<file path="src/design/mfr_pkg.sv">
// package of constants and types for the motor fault reset manager
package mfr_pkg;
  // ==========================================================================
  // clock and timing
  localparam int unsigned CLK_HZ = 100_000_000;
  localparam int unsigned SUCCESS_RUN_S = 60; // one minute of clean running
  localparam int unsigned CYCLES_PER_S = CLK_HZ;
  localparam int unsigned SUCCESS_RUN_CYCLES_S = SUCCESS_RUN_S;
  // ==========================================================================
  // fault vector layout (one bit per fault category)
  localparam int unsigned NUM_FAULTS = 8;
  localparam int unsigned F_DIAG = 0;
  localparam int unsigned F_WIRING = 1;
  localparam int unsigned F_INTERNAL = 2;
  localparam int unsigned F_MOTOR_TEMP = 3;
  localparam int unsigned F_THERMAL = 4;
  localparam int unsigned F_CURRENT = 5;
  localparam int unsigned F_VOLT_POWER = 6;
  localparam int unsigned F_COMM_LOSS = 7;
  // ==========================================================================
  // auto-reset groups and settings
  localparam int unsigned NUM_GROUPS = 3;
  localparam int unsigned TIMEOUT_W = 16; // up to 65,535 s
  localparam logic [2:0] ATTEMPTS_MANUAL = 3'h0;
  localparam logic [2:0] ATTEMPTS_UNLIMITED = 3'h5;
  localparam logic [2:0] ATTEMPT_CNT_RESET = 3'h0;
  localparam logic [TIMEOUT_W-1:0] TIMEOUT_RESET = 16'h0000;
  localparam logic [1:0] GROUP_NONE = 2'h3;
  // control channel encodings
  typedef enum logic [1:0] {
    MFR_CH_TERMINAL = 2'b00,
    MFR_CH_PANEL = 2'b01,
    MFR_CH_NETWORK = 2'b10
  } mfr_channel_t;
  // reset mode
  typedef enum logic {
    MFR_MODE_MANUAL = 1'b0,
    MFR_MODE_AUTO = 1'b1
  } mfr_mode_t;
endpackage

</file>
<file path="src/design/mfr_group_timer.sv">
// one auto-reset group: timeout countdown, attempt counter, success timer
`timescale 1ns/10ps
module mfr_group_timer #(
  parameter int unsigned CYCLES_PER_S = mfr_pkg::CYCLES_PER_S,
  parameter int unsigned SUCCESS_S = mfr_pkg::SUCCESS_RUN_CYCLES_S
) (
  input wire logic mclk_in,
  input wire logic rst_n_in,
  input wire logic clear_cfg_in,
  input wire logic cfg_we_in,
  input wire logic [2:0] cfg_attempts_in,
  input wire logic [mfr_pkg::TIMEOUT_W-1:0] cfg_timeout_in,
  input wire logic auto_en_in,
  input wire logic fault_in,
  input wire logic motor_running_in,
  output logic auto_reset_out,
  output logic exhausted_out,
  output logic [2:0] attempts_out,
  output logic [mfr_pkg::TIMEOUT_W-1:0] timeout_out,
  output logic [2:0] attempt_count_out
);
  typedef struct packed {
    logic [2:0] attempts;
    logic [mfr_pkg::TIMEOUT_W-1:0] timeout;
    logic [2:0] count;
    logic [mfr_pkg::TIMEOUT_W-1:0] remaining_s;
    logic [31:0] prescale;
    logic [31:0] run_s;
    logic counting;
    logic pulse;
  } mfr_grp_state_t;

  mfr_grp_state_t state;
  mfr_grp_state_t next_state;
  logic sec_tick;
  logic finite_used;

  // ==========================================================================
  // next state
  always_comb begin
    next_state = state;
    next_state.pulse = 1'b0;
    sec_tick = (state.prescale == 32'(CYCLES_PER_S - 1));
    next_state.prescale = sec_tick ? 32'h0 : state.prescale + 32'h1;
    finite_used = (state.attempts != mfr_pkg::ATTEMPTS_UNLIMITED) &&
                  (state.count >= state.attempts);
    if (cfg_we_in) begin
      next_state.attempts = (cfg_attempts_in > mfr_pkg::ATTEMPTS_UNLIMITED) ?
                            mfr_pkg::ATTEMPTS_UNLIMITED : cfg_attempts_in;
      next_state.timeout = cfg_timeout_in;
    end
    // success: one minute of running with no group fault
    if (fault_in || !motor_running_in) begin
      next_state.run_s = 32'h0;
    end else if (sec_tick && state.run_s < 32'(SUCCESS_S)) begin
      next_state.run_s = state.run_s + 32'h1;
    end else if (state.run_s == 32'(SUCCESS_S) && state.count != 3'h0) begin
      next_state.count = mfr_pkg::ATTEMPT_CNT_RESET;
    end
    // countdown starts when a fault appears; reset only once it ends
    if (!fault_in) begin
      next_state.counting = 1'b0;
    end else if (!state.counting) begin
      next_state.counting = 1'b1;
      next_state.remaining_s = state.timeout;
      next_state.prescale = 32'h0;
    end else if (state.remaining_s != 16'h0000) begin
      if (sec_tick) next_state.remaining_s = state.remaining_s - 16'h0001;
    end else if (auto_en_in && state.attempts != mfr_pkg::ATTEMPTS_MANUAL &&
                 state.timeout != 16'h0000 && !finite_used) begin
      next_state.pulse = 1'b1;
      next_state.counting = 1'b0; // re-arm a fresh wait for a retry
      // unlimited retries count too, saturating so the count never wraps
      if (state.count != 3'h7) begin
        next_state.count = state.count + 3'h1;
      end
    end
    // power-cycle or fall-back zeroing wins over a write
    if (clear_cfg_in) begin
      next_state.attempts = mfr_pkg::ATTEMPTS_MANUAL;
      next_state.timeout = mfr_pkg::TIMEOUT_RESET;
    end
  end

  // ==========================================================================
  // state register
  always_ff @(posedge mclk_in) begin
    if (!rst_n_in) begin
      state <= '0; // power-up clears all settings
    end else begin
      state <= next_state;
    end
  end

  assign auto_reset_out = state.pulse;
  assign exhausted_out = fault_in && state.counting && state.remaining_s == 16'h0000 &&
                         state.attempts != mfr_pkg::ATTEMPTS_MANUAL &&
                         state.attempts != mfr_pkg::ATTEMPTS_UNLIMITED &&
                         state.count >= state.attempts;
  assign attempts_out = state.attempts;
  assign timeout_out = state.timeout;
  assign attempt_count_out = state.count;
endmodule // mfr_group_timer

</file>
<file path="src/design/mfr_fault_reset_manager.sv">
// top of the motor fault reset manager: source qualification and fault clears
// Structure
// five source pins pass two flops, then a rising-edge detect
// one edge per press, so a held button clears only once
// a clear mask per fault category picks the legal sources
// a fresh detection wins over a clear in the same cycle
// three group engines run timeouts, attempts and clean runs
// an exhausted group drops the block back to manual mode
// a motor restart after fall-back zeroes every group setting
// the thermal capacity level itself lives outside this block
// limitation: a press shorter than one clock may be missed
`timescale 1ns/10ps
module mfr_fault_reset_manager #(
  parameter int unsigned CYCLES_PER_S = mfr_pkg::CYCLES_PER_S
) (
  input wire logic mclk_in,
  input wire logic rst_n_in,
  // reset sources (pins pass a synchroniser)
  input wire logic reset_input_in,
  input wire logic reset_button_source_in,
  input wire logic operator_panel_reset_in,
  input wire logic network_reset_in,
  input wire logic power_cycle_source_in,
  // configuration
  input wire logic mode_auto_in,
  input wire logic mode_we_in,
  input wire logic [1:0] control_channel_in,
  input wire logic [mfr_pkg::NUM_GROUPS-1:0] group_cfg_we_in,
  input wire logic [2:0] group_attempts_in,
  input wire logic [mfr_pkg::TIMEOUT_W-1:0] group_timeout_in,
  // fault detection from protection functions
  input wire logic [mfr_pkg::NUM_FAULTS-1:0] fault_detect_in,
  input wire logic inverse_thermal_trip_in,
  input wire logic clear_thermal_cmd_in,
  input wire logic motor_running_in,
  // status
  output logic [mfr_pkg::NUM_FAULTS-1:0] fault_latched_out,
  output logic mode_auto_out,
  output logic clear_thermal_capacity_out,
  output logic [3*mfr_pkg::NUM_GROUPS-1:0] attempt_count_out,
  output logic [3*mfr_pkg::NUM_GROUPS-1:0] attempts_setting_out,
  output logic [mfr_pkg::TIMEOUT_W*mfr_pkg::NUM_GROUPS-1:0] timeout_setting_out
);
  // ==========================================================================
  // sizes
  localparam int unsigned NF = mfr_pkg::NUM_FAULTS;
  localparam int unsigned NG = mfr_pkg::NUM_GROUPS;

  // ==========================================================================
  // registered state
  // five source bits: input, button, panel, network, power cycle
  typedef struct packed {
    logic [4:0] sync1;
    logic [4:0] sync2;
    logic [4:0] sync_prev;
    logic [NF-1:0] latched;
    logic mode_auto;
    logic fell_back;
    logic motor_prev;
    logic thermal_clear;
    logic inverse_seen;
  } mfr_top_state_t;

  // ==========================================================================
  // state copies and combinational decode
  mfr_top_state_t state;
  mfr_top_state_t next_state;
  logic [4:0] rise;
  logic local_reset;
  logic net_reset;
  logic pc_reset;
  logic [NF-1:0] clear_mask;
  logic [NG-1:0] auto_pulse;
  logic [NG-1:0] exhausted;
  logic [NG-1:0] grp_fault;
  logic clear_cfg;
  logic restart;

  // ==========================================================================
  // fault grouping
  // fault to auto-reset group; GROUP_NONE for faults never auto-reset
  function automatic logic [1:0] group_of(input int unsigned f);
    case (f)
      mfr_pkg::F_MOTOR_TEMP, mfr_pkg::F_THERMAL: group_of = 2'h0;
      mfr_pkg::F_CURRENT, mfr_pkg::F_VOLT_POWER: group_of = 2'h1;
      mfr_pkg::F_COMM_LOSS: group_of = 2'h2;
      default: group_of = mfr_pkg::GROUP_NONE;
    endcase
  endfunction

  // ==========================================================================
  // reset qualification
  always_comb begin
    rise = state.sync2 & ~state.sync_prev;
    // button on front face or panel counts alike
    local_reset = rise[0] | rise[1] | rise[2];
    pc_reset = rise[4];
    // network only in automatic mode with network channel
    net_reset = rise[3] && state.mode_auto &&
                control_channel_in == mfr_pkg::MFR_CH_NETWORK;
    // motor start edge, for the fall-back clear
    restart = motor_running_in && !state.motor_prev;
    // settings zero on power cycle or on restart after fall-back
    clear_cfg = pc_reset || (state.fell_back && restart);
    // group fault is any latched member of that group
    grp_fault = '0;
    clear_mask = '0;
    for (int f = 0; f < NF; f++) begin
      if (group_of(f) != mfr_pkg::GROUP_NONE) begin
        grp_fault[group_of(f)] = grp_fault[group_of(f)] | state.latched[f];
      end
      // internal faults: a power cycle is the only way out
      if (f == mfr_pkg::F_INTERNAL) begin
        clear_mask[f] = pc_reset;
      end else if (f == mfr_pkg::F_DIAG || f == mfr_pkg::F_WIRING) begin
        // network clears diagnostics only, never wiring
        clear_mask[f] = pc_reset || local_reset ||
                        (net_reset && f == mfr_pkg::F_DIAG);
      end else begin
        // protection faults survive a power cycle
        clear_mask[f] = local_reset || net_reset ||
                        (state.mode_auto && auto_pulse[group_of(f)]);
      end
    end
  end

  // ==========================================================================
  // next state
  always_comb begin
    next_state = state;
    // source pins enter the first synchroniser flop
    next_state.sync1 = {power_cycle_source_in, network_reset_in, operator_panel_reset_in,
                        reset_button_source_in, reset_input_in};
    next_state.sync2 = state.sync1;
    next_state.sync_prev = state.sync2;
    next_state.motor_prev = motor_running_in;
    // a new detection wins over a clear in the same cycle
    next_state.latched = (state.latched & ~clear_mask) | fault_detect_in;
    // mode write; an exhausted group in the same cycle still wins if the block is already in automatic mode
    if (mode_we_in) begin
      next_state.mode_auto = mode_auto_in;
      next_state.fell_back = 1'b0;
    end
    // fall back to manual once a group has run out of attempts
    if (state.mode_auto && |exhausted) begin
      next_state.mode_auto = mfr_pkg::MFR_MODE_MANUAL;
      next_state.fell_back = 1'b1;
    end
    // the restart consumes the fall-back flag
    if (state.fell_back && restart) next_state.fell_back = 1'b0;
    // one-cycle pulse to zero thermal capacity
    next_state.thermal_clear = clear_thermal_cmd_in && state.inverse_seen;
    // the command consumes the inverse flag
    if (clear_thermal_cmd_in && state.inverse_seen) next_state.inverse_seen = 1'b0;
    // set after clear, so a trip in the command cycle is not lost
    if (fault_detect_in[mfr_pkg::F_THERMAL] && inverse_thermal_trip_in) begin
      next_state.inverse_seen = 1'b1;
    end
  end

  // ==========================================================================
  // state register; manual mode after power-up
  always_ff @(posedge mclk_in) begin
    if (!rst_n_in) begin
      state <= '0;
    end else begin
      state <= next_state;
    end
  end

  // ==========================================================================
  // per-group auto-reset engines
  // one write bus for all groups; the strobe bit picks the group
  // each engine sees only its own group's fault
  for (genvar g = 0; g < NG; g++) begin : g_grp
    mfr_group_timer #(
      .CYCLES_PER_S(CYCLES_PER_S),
      .SUCCESS_S(mfr_pkg::SUCCESS_RUN_CYCLES_S)
    ) u_grp (
      .mclk_in(mclk_in),
      .rst_n_in(rst_n_in),
      .clear_cfg_in(clear_cfg),
      .cfg_we_in(group_cfg_we_in[g]),
      .cfg_attempts_in(group_attempts_in),
      .cfg_timeout_in(group_timeout_in),
      .auto_en_in(state.mode_auto),
      .fault_in(grp_fault[g]),
      .motor_running_in(motor_running_in),
      .auto_reset_out(auto_pulse[g]),
      .exhausted_out(exhausted[g]),
      .attempts_out(attempts_setting_out[3*g +: 3]),
      .timeout_out(timeout_setting_out[mfr_pkg::TIMEOUT_W*g +: mfr_pkg::TIMEOUT_W]),
      .attempt_count_out(attempt_count_out[3*g +: 3])
    );
  end

  // ==========================================================================
  // outputs, all straight from flops
  assign fault_latched_out = state.latched;
  assign mode_auto_out = state.mode_auto;
  assign clear_thermal_capacity_out = state.thermal_clear;
endmodule // mfr_fault_reset_manager

</file>
<file path="config.mk">
export PLATFORM = sky130hd
export DESIGN_NAME = mfr_fault_reset_manager
export DESIGN_NICKNAME = d
export VERILOG_FILES = /design/src/design/mfr_pkg.sv /design/src/design/mfr_group_timer.sv /design/src/design/mfr_fault_reset_manager.sv
export SDC_FILE = /design/constraint.sdc
export NUM_CORES = 1
export LEC_CHECK = 0
export BUFFER_PORTS_ARGS = -buffer_cell sky130_fd_sc_hd__buf_2
export CAP_MARGIN = 20
export CORE_MARGIN = 2
export CORE_UTILIZATION = 25
export CTS_CLUSTER_DIAMETER = 120
export CTS_CLUSTER_SIZE = 25
export DETAILED_ROUTE_END_ITERATION = 6
export GPL_TIMING_DRIVEN = 1
export SETUP_SLACK_MARGIN = 0.5
export SYNTH_ARGS = -nofsm -noshare
export SYNTH_HDL_FRONTEND = slang
export SYNTH_HIERARCHICAL = 1
export SYNTH_SLANG_ARGS = --single-unit
</file>
<file path="constraint.sdc">
create_clock -name mclk_in -period 2.6 [get_ports mclk_in]
set_input_delay 0.13 -clock mclk_in [delete_from_list [all_inputs] [get_ports mclk_in]]
set_output_delay 0.13 -clock mclk_in [all_outputs]
set_load 0.01 [all_outputs]
</file>
==> Yosys cells after proc, flatten, opt, wreduce, memory -nomap -nowiden <==
Cells that the tools add are included.
{ "word_totals": {"reg_bits": 340, "elab_cells": 231, "inputBits": 44, "out_inout_bits": 76} }
{ "op_classes": {"add_sub_neg": 12, "n_lt_le_gt_ge": 7, "bitwise_logic": 16, "n_reduce_logical": 91, "n_mux": 53, "n_eq_ne": 19} }
{ "op_table": {"columns": ["operator", "n"], "rows": [
  ["$add A32 B1 Y32 const B", 6],
  ["$mux W32", 6],
  ["$mux W51", 3],
  ["$mux W16", 9],
  ["$eq A32 B27 Y1 const B", 3],
  ["$eq A32 B6 Y1 const B", 3],
  ["$lt A32 B6 Y1 const B", 3],
  ["$reduce_bool A16 Y1", 6],
  ["$mux W3", 22],
  ["$logic_not A16 Y1", 3],
  ["$sub A16 B1 Y16 const B", 3],
  ["$logic_and A1 B1 Y1", 43],
  ["$ne A3 B3 Y1 const B", 6],
  ["$reduce_bool A3 Y1", 6],
  ["$mux W2", 6],
  ["$ne A2 B2 Y1 const B", 6],
  ["$reduce_or A2 Y1", 6],
  ["$reduce_or A4 Y1", 3],
  ["$logic_or A1 B1 Y1", 10],
  ["$add A3 B1 Y3 const B", 3],
  ["$ge A3 B3 Y1", 3],
  ["$reduce_and A3 Y1", 3],
  ["$and A8 B8 Y8", 1],
  ["$not A8 Y8", 1],
  ["12 further kinds", 34]
]} }

==> Depth between registers and ports, before layout <==
Gate-level depths: netlist of the first run.
{ "depth": {"word_depth": 10, "ltp_mapped": 9, "mapped_depth_nobuf": 9} }

==> By module <==
The synthesis of the first run kept the hierarchy.
{ "by_module_without_submodules": {"columns": ["mod", "instances", "area_each_um2", "seq_area_each_um2", "cells_each"], "rows": [
  ["mfr_group_timer at g_grp[0].u_grp ...", 2, 5026.1, 2082.0, 564],
  ["mfr_group_timer at g_grp[2].u_grp", 1, 4792.1, 2082.0, 551],
  ["mfr_fault_reset_manager", 1, 984.7, 560.5, 102]
]} }

==> Least setup slack after synthesis of the first run <==
Ideal clock, no wire load.
{ "synth_timing": {"path_type": "register to register", "startpoint": "register g_grp[2].u_grp/state[34] in the netlist's numbering", "endpoint": "register g_grp[2].u_grp/state[5] in the netlist's numbering", "path_stages_with_launch": 8, "required_time_ps": 2530, "setup_ps": 70, "n_path_buf": 1, "arrival_time_ps": 2266, "setup_slack_ps": 264, "synth_period_minus_slack_ps": 2336, "path_cell_list": "dfxtp_1 > ha_1 > nand3_2 > or4_4 > or3_1 > buf_2 > or4_1 > a21oi_1"} }
{ "synth_via": {"elab_chain_cells": 2} }
{ "synth_rtl": {"columns": ["element", "line", "text"], "rows": [
  ["from (decl)", "mfr_group_timer.sv:33", "mfr_grp_state_t state;"],
  ["from (signal assigned)", "mfr_group_timer.sv:91", "state <= next_state;"],
  ["$eq A32 B27 Y1", "mfr_group_timer.sv:43", "sec_tick = (state.prescale == 32'(CYCLES_PER_S - 1));"],
  ["$logic_and A1 B1 Y1", "mfr_group_timer.sv:55", "end else if (sec_tick && state.run_s < 32'(SUCCESS_S)) begin"]
]} }
Every way passes these cells.
A chain may end at the register's enable or synchronous reset.

==> Worst setup path after layout of the first run <==
{ "layout_timing": {"startpoint": "register g_grp[0].u_grp/state[44] in the netlist's numbering", "endpoint": "register g_grp[0].u_grp/state[79] in the netlist's numbering"} }
{ "layout_via": {"elab_chain_cells": 3} }
{ "layout_rtl": {"columns": ["element", "line"], "rows": [
  ["from (decl)", "mfr_group_timer.sv:33"],
  ["from (signal assigned)", "mfr_group_timer.sv:91"],
  ["$eq A32 B27 Y1", "mfr_group_timer.sv:43"],
  ["$ne A2 B2 Y1 (no source line)", null],
  ["$reduce_and A3 Y1 (no source line)", null]
]} }
Every way passes these cells.

==> summary.txt, run 1 <==
Power
  • Power Density: roughly 540 nW/um^2
  • Leakage: roughly 0.0074 uW
  • Max IR drop VDD: between 300 and 400 uV
  • Overall power: 10300 uW

Synthesis
  • Cells after synthesis: 1781
  • Syn Nets: approximately 1900
  • Synth Register Bits: 340
  • Primary FF master, synth: dfxtp_1
  • Post-synthesis sequential area ratio: 43.0%
  • Ys async rst share: 0%
  • YS warnings: 6
  • Synthesized area: between 15000 and 20000 sq um
  • Number of enable flip-flop cells after synthesis: 0
  • Distinct cells, synth: 74
  • Synthesized area per cell: a little under 9 sq um

Cells and area
  • Non-filler cells, final: approximately 2700
  • Nets: roughly 2000
  • Share of layout cells above drive strength 1: roughly 22%
  • Area delta synth->final: 20.0%
  • ANT cells: 0
  • Most common cell after layout, fill and taps aside: dfxtp_1
  • Most frequent cells in the layout: dfxtp_1, nor2_1, buf_2

STA
  • Final hold violations: 0
  • # setup viols final: 0
  • Setup ws final: approximately 0.43 ns
  • Final setup TNS: 0 ns
  • Fmax: around 0.46 GHz
  • Final worst path period share: approximately 84%
  • Minimum clock period: approximately 2.2 ns
  • Max-slew headroom: a little under half
  • RSZ-0062 raised after global routing: true
  • Max Slew Vio Count: 0
  • Worst-Margin Slew: 0.791 ns
  • Setup Skew: around 0.021 ns

Min path
  • Hold Path End: fault_latched_out[7]$_SDFF_PN0_
  • Hold_sp: control_channel_in[0]
  • Hold Path Stages: 5
  • Worst min-delay path class: in2reg

Run
  • Maxcap violations: 0

Route
  • Drt wl/cell: roughly 17 um
  • Vias per inst: between 4 and 5
  • Initial DRC Count: about 1100
  • DRC Markers: 0
  • Drt first pass iters: 5
  • DRT Wirelength: approximately 46 mm
  • Antenna violation net count after detailed routing: 0
  • Vias: ~14000

Setup path
  • Startpoint Class: register
  • Worst r2r path cells: 5
  • Reg-to-reg endpoint: g_grp[0].u_grp/state[79]$_SDFFE_PN0P_
  • Critical Path AT: 2.62 ns
  • Crit. End Element: register
  • Critical path class: reg2reg
  • Worst EP required: between 3 and 4 ns
  • Crit-path max FO: 9
  • R2R Path Start: g_grp[0].u_grp/state[44]$_SDFF_PN0_
  • Flop2flop setup slack: approximately 0.43 ns

Global routing
  • Initial antenna violation count: 1
  • First-pass GRT wire length: around 70 mm
  • Vias in the first global route: 12600
  • Total GRT Usage: 13.0%
  • GRT overflow: 0
  • Largest net degree at the start of global routing: around 130

Die
  • Cell row count: 92
  • Chip width: about 260 um
  • Core Region: 62900 sq um
  • Die ar.: roughly 65000 sq um
  • Starting Density: about a quarter
  • Die Span Y: ~260 um
  • I/O pins: between 100 and 150

Clock network
  • Clock latency on the worst-skew pair: 0.53 ns
  • CTS buffer count: 17
  • CTS tree: built
  • Clock sinks: 340
  • CTS Buffer Depth: 3
  • H-tree Lvls: 1
  • Clock root buffer: clkbuf_16
  • Reg clk slew, reported paths: around 0.10 ns

Place
  • Port buffer count: 119
  • Place WS: about 0.21 ns
  • Post-DP HPWL: approximately 32 mm
  • Routability Congestion: ~0.88
  • Dpl cells: ~2600

Status
  • Status: completed
==> cells by family after synthesis <==
kind of cell	after synthesis	synth area share [%]
flip-flops	340	43.0
adder cells (fa/ha/maj)	30	2.37
AO/OA/AOI/OAI	255	11.0
multiplexers	68	4.31
XOR/XNOR	85	4.70
buffers and inverters	223	7.79
AND/OR/NAND/NOR	780	26.9
==> critical path, stage by stage (launching register included) <==
cell and delay, ns:
dfxtp_2 0.34, or4_4 0.56, or4_4 0.48, nor3_4 0.27
o21ai_4 0.15, o31ai_1 0.28
==> cell type report <==
| class | count | area [sq um] |
|---|---|---|
| clock buffers | 17 | 425 |
| multi-input cells | 1222 | 8420 |
| well taps | 846 | 1060 |
| flip-flops and latches | 340 | 6870 |
| fillers | 6541 | 43900 |
| inverters | 60 | 225 |
| repair buffers | 262 | 1980 |
| clock inverters | 2 | 20.0 |
==> power breakdown <==
| part | leakage (uW) | switching (uW) | internal [uW] |
|---|---|---|---|
| Sequential | 0.00278 | 185 | 5350 |
| Clock | 0.000220 | 1710 | 1200 |
| Combinational | 0.00438 | 1090 | 806 |
==> cells in the mapped netlist (5+ instances only) <==
cell	instances	area [sq um]
a211oi_1	12	90.1
a21oi_1	63	315
a22oi_1	5	37.5
a31oi_1	14	87.6
and2_1	23	144
and3_1	102	638
and3_2	6	45.0
and4_1	14	123
buf_2	8	40.0
buf_4	76	571
clkbuf_1	66	248
dfxtp_1	340	6810
ha_1	30	375
inv_1	57	214
mux2i_1	67	671
nand2_1	114	428
nand2b_1	13	81.3
nand3_1	69	345
nand3b_1	7	52.6
nand4_1	32	200
nand4b_1	7	61.3
nor2_1	192	721
nor2b_1	20	125
nor3_1	46	230
nor4_1	49	307
nor4b_1	5	43.8
o21a_1	7	52.6
o21ai_0	35	175
o21ai_1	12	60.1
o221ai_1	5	43.8
o22ai_1	7	43.8
o2bb2ai_1	5	43.8
o311ai_0	24	210
o31a_1	8	70.1
o31ai_1	26	195
or2_2	8	50.1
or3_1	17	106
or4_1	26	195
or4_4	5	56.3
xnor2_1	48	420
xor2_1	37	324
==> per-layer routing <==
| metal | up-vias | GRT usage, % | share of wire [%] |
|---|---|---|---|
| met3 | 63 | 3.34 | 8.4 |
| met1 | 6568 | 18.3 | 46 |
| met4 | 2 | 2.62 | 1.9 |
| met5 | - | 0 | 0.028 |
| met2 | 446 | 20.1 | 44 |
| li1 | 6551 | - | - |
==> state kept, by name (all words and copies together) (netlist names), 3 cells and up <==
register	count
g_grp.u_grp/attempts_out	9
g_grp.u_grp/auto_reset_out	3
next_state	10
state	8
g_grp.u_grp/attempt_count_out	9
g_grp.u_grp/timeout_out	48
g_grp.u_grp/state	243
fault_latched_out	8
==> through the flow <==
| step | hold slack, ns | area (sq um) | util (%) |
|---|---|---|---|
| after global routing | 0.0571 | 19000 | 30.2 |
| final | 0.0602 | 19000 | 30.2 |
| after global placement | 0.332 | 16900 | 26.9 |
| after floorplan | 0.245 | 15900 | - |
| after CTS | 0.0378 | 18300 | 29.0 |
| after detailed placement | 0.340 | 16900 | 26.9 |
==> how the worst max path moves through the flow <==
stage / start / endpoint / cells past startpoint
5_1_grt: g_grp[0].u_grp/state[44]$_SDFF_PN0_ / g_grp[0].u_grp/state[66]$_SDFFE_PN0P_ / 5
4_1_cts: g_grp[0].u_grp/state[45]$_SDFF_PN0_ / g_grp[0].u_grp/state[79]$_SDFFE_PN0P_ / 5
2_1_floorplan: g_grp[2].u_grp/state[35]$_SDFF_PN0_ / g_grp[2].u_grp/state[5]$_SDFFE_PP0P_ / 7
6_report: g_grp[0].u_grp/state[44]$_SDFF_PN0_ / g_grp[0].u_grp/state[79]$_SDFFE_PN0P_ / 5
3_5_place_dp: g_grp[0].u_grp/state[34]$_SDFF_PN0_ / g_grp[0].u_grp/state[66]$_SDFFE_PN0P_ / 6
3_3_place_gp: g_grp[1].u_grp/state[34]$_SDFF_PN0_ / g_grp[1].u_grp/state[66]$_SDFFE_PN0P_ / 6
==> repair_timing <==
action                                 CTS  global route
hold buffers                            39             0
buffers inserted                        30            24
pin swaps                               30            46
setup endpoints to repair              164           170
resized for setup                       73           124
cloned                                   3             6
endpoints found under the hold margin   73             0
No activity file was read; power rests on OpenSTA's default activity.
==> inputs of run 2 (changes only) <==
ABC_AREA = 1   (was unset)
clock period = 1.8 ns   (was 2.6 ns; I/O delays follow)
==> run 2 against run 1 <==
Cell count is 39% higher. Synthesized cell count up 46%. Via count up 26%. Flip-flop and latch count did not move. Wire length rose by 23%. Core utilization increased by 6.1 points. Non-clock buffer count rose by 163. Die area is 8.9% higher. Total power is 59% higher. Count of clock-buffer cells in the layout rose by 3. Sequential share of layout area shrank 7.9 points.
==> summary.txt, run 2 <==
STA
  • Max-slew headroom: about three fifths
  • Final hold violations: 0
  • Fmax: ~0.59 GHz
  • # setup viols final: 0
  • Final setup TNS: 0 ns
  • Final worst path period share: 93.4%
  • Minimum clock period: between 1.5 and 2 ns
  • Max Slew Vio Count: 0
  • RSZ-0062 raised after global routing: true
  • Worst-Margin Slew: a little over 0.6 ns
  • Setup Skew: 0.0245 ns

Synthesis
  • Distinct cells, synth: 41
  • Synth Area in Adders: 2.17%
  • Primary FF master, synth: dfxtp_1
  • Most numerous cell in the Yosys netlist: nand2_1
  • Simple-gate portion of the synthesized area: roughly 36%
  • Largest family of logic cells by synthesized area: simple AND/OR/NAND/NOR gates
  • Yosys top cell area share: between 30 and 40%
  • YS warnings: 6
  • Ys async rst share: 0%
  • Synth top area cells: dfxtp_1, nand2_1, nor2_1
  • Most common library cells after synthesis: nand2_1, nor2_1, dfxtp_1
  • Multiplexer share of the synthesized area: 0%
  • Number of enable flip-flop cells after synthesis: 0
  • Synth Register Bits: between 300 and 400
  • Synthesized area per cell: roughly 6.7 sq um
  • Xor and xnor area share after synthesis: about 2.5%
  • Cells after synthesis: around 2600
  • Post-synthesis sequential area ratio: about two fifths
  • Synthesized area: 17300 sq um
  • Syn Nets: approximately 2700
  • Yosys top cell by area: dfxtp_1
  • Compound-Gate Fraction of Synth Area: between 7 and 8%

Cells and area
  • Max reg flops: between 200 and 250
  • Non-filler cells, final: approximately 3800
  • Post-layout util: a little over a third
  • Share of layout cells above drive strength 1: around two fifths
  • Most common cell after layout, fill and taps aside: nand2_1
  • Largest Register: g_grp.u_grp/state
  • FILL cells: 6991
  • Area delta synth->final: 44.2%
  • Nets: roughly 3000
  • Most frequent cells in the layout: nand2_1, nor2_1, inv_1

Route
  • Vias: ~17000
  • WL met2: about 26 mm
  • Top sig layer: met5
  • DRT Wirelength: between 50 and 60 mm
  • Antenna violation net count after detailed routing: 0
  • Drt first pass iters: 5
  • Met3 WL: about 3.8 mm
  • Initial DRC Count: slightly above 1000
  • Vias per inst: about 4.5
  • Drt wl/cell: between 10 and 15 um
  • DRC Markers: 0
  • Post-Route M1 WL: approximately 25 mm

Power
  • Max IR drop VDD: between 500 and 600 uV
  • Leakage: between 0.01 and 0.015 uW
  • Power Density: around 660 nW/um^2
  • Overall power: ~16000 uW

Global routing
  • Total GRT Usage: roughly 15%
  • Largest net degree at the start of global routing: 33
  • Vias in the first global route: between 15000 and 20000
  • Initial antenna violation count: 3
  • First-pass GRT wire length: between 80 and 90 mm
  • GRT overflow: 0

Clock network
  • Reg clk slew, reported paths: approximately 0.1 ns
  • H-tree Lvls: 1
  • Clock latency on the worst-skew pair: approximately 0.54 ns
  • CTS tree: built
  • Clock root buffer: clkbuf_16
  • CTS buffer count: 18
  • CTS Buffer Depth: 3
  • Clock sinks: 340

Setup path
  • Reg-to-reg endpoint: g_grp[0].u_grp/state[79]$_SDFFE_PN0P_
  • Worst r2r path cells: 10
  • Critical Path AT: approximately 2.2 ns
  • Crit-path max FO: 7
  • Worst Setup SP: g_grp[0].u_grp/state[34]$_SDFF_PN0_
  • Crit. End Element: register
  • Startpoint Class: register
  • Critical path class: reg2reg
  • Flop2flop setup slack: 0.12 ns
  • R2R Path Start: g_grp[0].u_grp/state[34]$_SDFF_PN0_
  • Worst EP required: 2.29 ns

Min path
  • Hold Path Stages: 3
  • Worst min-delay path class: in2reg
  • Hold Path End: g_grp[0].u_grp/state[62]$_SDFF_PN0_
  • Hold_sp: rst_n_in

Place
  • Routability Congestion: slightly below 0.9
  • Port buffer count: roughly 120
  • Post-DP HPWL: ~38 mm
  • Dpl cells: 3571

Run
  • Maxcap violations: 0

Die
  • I/O pins: 120
  • Cell row count: between 90 and 100
  • Die Span Y: ~270 um
  • Chip width: around 270 um
  • Die ar.: just over 70000 sq um
  • Starting Density: around 25%
  • Core Region: 68500 sq um

Status
  • Status: completed
==> run 2: cell types whose count changed after synthesis, moves of 26 or more <==
cell	change
clkbuf_1	-35
o31ai_1	-26
mux2i_1	-67
nand2_1	+508
inv_1	+258
o21ai_0	+35
and3_1	-97
or4_1	-26
a21oi_1	+48
xnor2_1	-26
nor4_1	-43
nand3_1	+67
nor2_1	+331
==> run 2: layout make-up <==
cell class	instances	area (sq um)	area share, %
multi-input cells	1790	11000	44.4
flip-flops and latches	340	7030	28.3
repair buffers	425	3730	15.0
inverters	344	1420	5.69
well taps	882	1100	4.44
clock buffers	20	479	1.93
clock inverters	3	47.5	0.191
repair inverters	2	22.5	0.0905
diodes	2	5.00	0.0201
==> run 2: repair_timing <==
action,4_1_cts,5_1_grt
hold endpoints to repair,74,0
hold buffers,48,0
setup buffers,101,37
setup endpoints to repair,313,283
gates cloned,17,9
resized for setup,441,411
pin swaps,113,149
==> run 2: worst max-delay path, cell delays in order, from the launching register on <==
cell and delay (ns):
dfxtp_2 0.38, ha_4 0.16, nand3_4 0.11, nor2_4 0.16, nand2_2 0.07, nor2_4 0.17, nor2_4 0.05, nor2_4 0.16
clkbuf_16 0.19, nand2_4 0.05, a21oi_2 0.12
==> run 2: routing by layer <==
metal	GRT usage [%]	vias to the layer above
met2	23.9	428
met5	0	-
li1	-	8672
met4	4.10	2
met1	20.1	8015
met3	3.10	83
==> run 2: worst max path at each step <==
stage                                                       end  slack, ns  cells after the start
after floorplan                           state[3]$_SDFFE_PP0P_       0.30                     11
after global placement                    state[3]$_SDFFE_PP0P_        0.1                     11
after detailed placement  g_grp[1].u_grp/state[72]$_SDFFE_PN0P_        0.1                     12
after CTS                                 state[3]$_SDFFE_PP0P_       0.19                     11
after global routing      g_grp[0].u_grp/state[78]$_SDFFE_PN0P_       0.03                     10
final                     g_grp[0].u_grp/state[79]$_SDFFE_PN0P_       0.12                     10
==> run 2: cell families after synthesis <==
group | after synthesis
xor gates and xnor gates | 50
and+or+nand+nor | 1471
DFF | 340
AOI/OAI and AO/OA | 231
adders and majority gates | 30
buffers and inverters | 473
==> run 2: report_power, final <==
group / switching (uW) / total, uW / internal (uW)
sequential: 236 / 7970 / 7730
combinational: 2220 / 3830 / 1610
clock: 2670 / 4630 / 1960
total: 5130 / 16400 / 11300
==> run 2: metrics by stage <==
stage / hold WS, ns / area, sq um / setup slack, ns
after floorplan: 0.188 / 17800 / 0.301
after global placement: 0.271 / 19500 / 0.0975
after detailed placement: 0.277 / 19500 / 0.0966
after CTS: 0.0300 / 23000 / 0.189
after global routing: 0.0437 / 24900 / 0.0299
final: 0.0580 / 24900 / 0.119
==> inputs of run 3 (changes only) <==
--- a/config.mk
+++ b/config.mk
@@ -16,2 +16,3 @@
 export GPL_TIMING_DRIVEN = 1
+export PLACE_DENSITY = 0.5
 export SETUP_SLACK_MARGIN = 0.5
--- a/constraint.sdc
+++ b/constraint.sdc
@@ -3,2 +3,2 @@
 set_output_delay 0.09 -clock mclk_in [all_outputs]
-set_load 0.01 [all_outputs]
+set_load 0.02 [all_outputs]
==> run 3 against run 2 <==
Clock skew rose by 0.024 ns. Worst setup slack improved by 0.029 ns. Cell area fell by 0.26%. Largest power group unchanged. Die area did not move. Core utilization fell by 0.095 points. Cell count rose by 0.58%. Global-route usage rose by 0.23 points.
==> summary.txt, run 3 (synthesis results as in run 2) <==
Status
  • Status: completed

STA
  • RSZ-0062 raised after global routing: true
  • Final hold violations: 0
  • Setup Skew: between 0.04 and 0.05 ns
  • Minimum clock period: about 1.7 ns
  • Fmax: a little over 0.6 GHz
  • Final setup TNS: 0 ns
  • Max Slew Vio Count: 0
  • # setup viols final: 0
  • Final worst path period share: roughly 92%
  • Max-slew headroom: slightly above 60%
  • Worst-Margin Slew: ~0.6 ns

Die
  • Die ar.: about 70000 sq um
  • Die Span Y: between 200 and 300 um
  • Cell row count: 96
  • I/O pins: 120
  • Core Region: 68500 sq um
  • Starting Density: approximately 25%
  • Chip width: around 270 um

Global routing
  • First-pass GRT wire length: between 80 and 90 mm
  • Initial antenna violation count: 2
  • Largest net degree at the start of global routing: 33
  • Most used routing layer: met2
  • Met2 GRT Util: a little under a quarter
  • Total GRT Usage: between 10% and 20%
  • Met3 usage: under 10%
  • Vias in the first global route: 15400
  • GRT overflow: 0
  • Grt met1 use: approximately 22%

Place
  • Post-DP HPWL: 39.1 mm
  • Port buffer count: 119
  • Routability Congestion: between 0.8 and 0.9

Route
  • DRC Markers: 0
  • Vias per inst: roughly 4.4
  • DRT Wirelength: between 50 and 60 mm
  • Vias: around 17000
  • Drt wl/cell: between 10 and 15 um
  • Initial DRC Count: 1072
  • Drt first pass iters: 5
  • Antenna violation net count after detailed routing: 0

Clock network
  • Clock root buffer: clkbuf_16
  • H-tree Lvls: 1
  • CTS Buffer Depth: 3
  • CTS tree: built
  • Reg clk slew, reported paths: approximately 0.1 ns
  • Clock latency on the worst-skew pair: roughly 0.56 ns
  • Clock sinks: 340
  • CTS buffer count: 18

Power
  • Sw frac: 31.4%
  • Clock share of power: ~28%
  • Leakage: 0.0103 uW
  • Max IR drop VDD: a little over 500 uV
  • Comb power frac: 23.4%
  • P_sw: 5170 uW
  • Power Density: 664 nW/um^2
  • Pint: between 10000 and 15000 uW
  • Seq pwr share: about half

Cells and area
  • Most frequent cells in the layout: nand2_1, nor2_1, inv_1
  • Max reg flops: 243
  • Nets: roughly 3000
  • Largest Register: g_grp.u_grp/state
  • Most common cell after layout, fill and taps aside: nand2_1
  • Share of layout cells above drive strength 1: about two fifths
  • ANT cells: 0
  • Area delta synth->final: 43.8%
  • Post-layout util: 36.2%

Min path
  • Worst min-delay path class: in2reg

Setup path
  • Crit. End Element: register
  • Worst EP required: around 2.2 ns
  • Startpoint Class: register
  • Critical path class: reg2reg
  • Crit-path max FO: 7
  • Critical Path AT: 2.10 ns

Run
  • Maxcap violations: 0
## run 3: cell types whose count changed in the layout (fill, tap and decap cells not counted), moves of 15 or more
cell / change
nand2_2: +18
dfxtp_1: -15
buf_6: +21
nor2_2: -22
buf_4: +19
nor2_4: -15
nor2_1: +37
## run 3: per-layer routing
layer  up-vias  part of all wire (%)
met5         -                 0.046
met4         4                   2.0
met3        52                   4.8
met2       346                    45
met1      7794                    48
li1       8711                     -
## run 3: power by group through the flow
stage / Combinational (uW) / Clock (uW) / Sequential [uW]
2_1_floorplan: 1990 / 0 / 8100
3_3_place_gp: 2770 / 0 / 8150
3_5_place_dp: 2770 / 0 / 8150
4_1_cts: 3440 / 4830 / 7980
5_1_grt: 4190 / 5090 / 8020
6_report: 3850 / 4630 / 7990
## run 3: area by class of cell
type	instances	area, sq um
well taps	882	1100
flip-flops and latches	340	7060
repair buffers	448	3980
repair inverters	2	22.5
inverters	344	1420
clock buffers	19	475
multi-input cells	1790	10700
fillers	7218	43600
clock inverters	5	46.3
## run 3: metrics by stage
| step | hold slack (ns) | setup WS, ns | std cells | total power [uW] | area (sq um) |
|---|---|---|---|---|---|
| after global placement | 0.272 | 0.0993 | 3595 | 10900 | 19600 |
| final | 0.0421 | 0.148 | 3830 | 16500 | 24800 |
| after floorplan | 0.188 | 0.301 | 2595 | 10100 | 17800 |
| after CTS | 0.0228 | 0.172 | 3781 | 16300 | 23100 |
| after global routing | 0.0550 | 0.0326 | 3830 | 17300 | 24800 |
| after detailed placement | 0.276 | 0.0529 | 3595 | 10900 | 19600 |
## run 3: path summary, 6_finish.rpt
| check | cells after the start | startpoint | end | slack, ns |
|---|---|---|---|---|
| setup / recovery | 11 | g_grp[1].u_grp/state[35]$_SDFF_PN0_ | g_grp[1].u_grp/state[72]$_SDFFE_PN0P_ | 0.15 |
| hold reg to reg | 2 | next_state[19]$_SDFF_PN0_ | next_state[14]$_SDFF_PN0_ | 0.42 |
| setup reg to reg | 11 | g_grp[1].u_grp/state[35]$_SDFF_PN0_ | g_grp[1].u_grp/state[72]$_SDFFE_PN0P_ | 0.15 |
| hold / removal | 3 | rst_n_in | state[2]$_SDFF_PN0_ | 0.04 |
## run 3: timing repair
action,CTS,global route
buffers inserted,101,44
pin swaps,122,147
hold endpoints to repair,75,0
cloned,17,5
hold buffers,44,0
resized for setup,434,402
endpoints found under the setup margin,330,336
## run 3: critical path: stages, from the launching register on
cell and delay (ns):
dfxtp_4 0.38, ha_4 0.15, nand3_4 0.11, nor2_4 0.12, nand2_2 0.07, nor2_4 0.17, nor2_4 0.06, nor2_4 0.16
buf_12 0.16, nand2_1 0.06, nand2_1 0.06, nor2_1 0.04
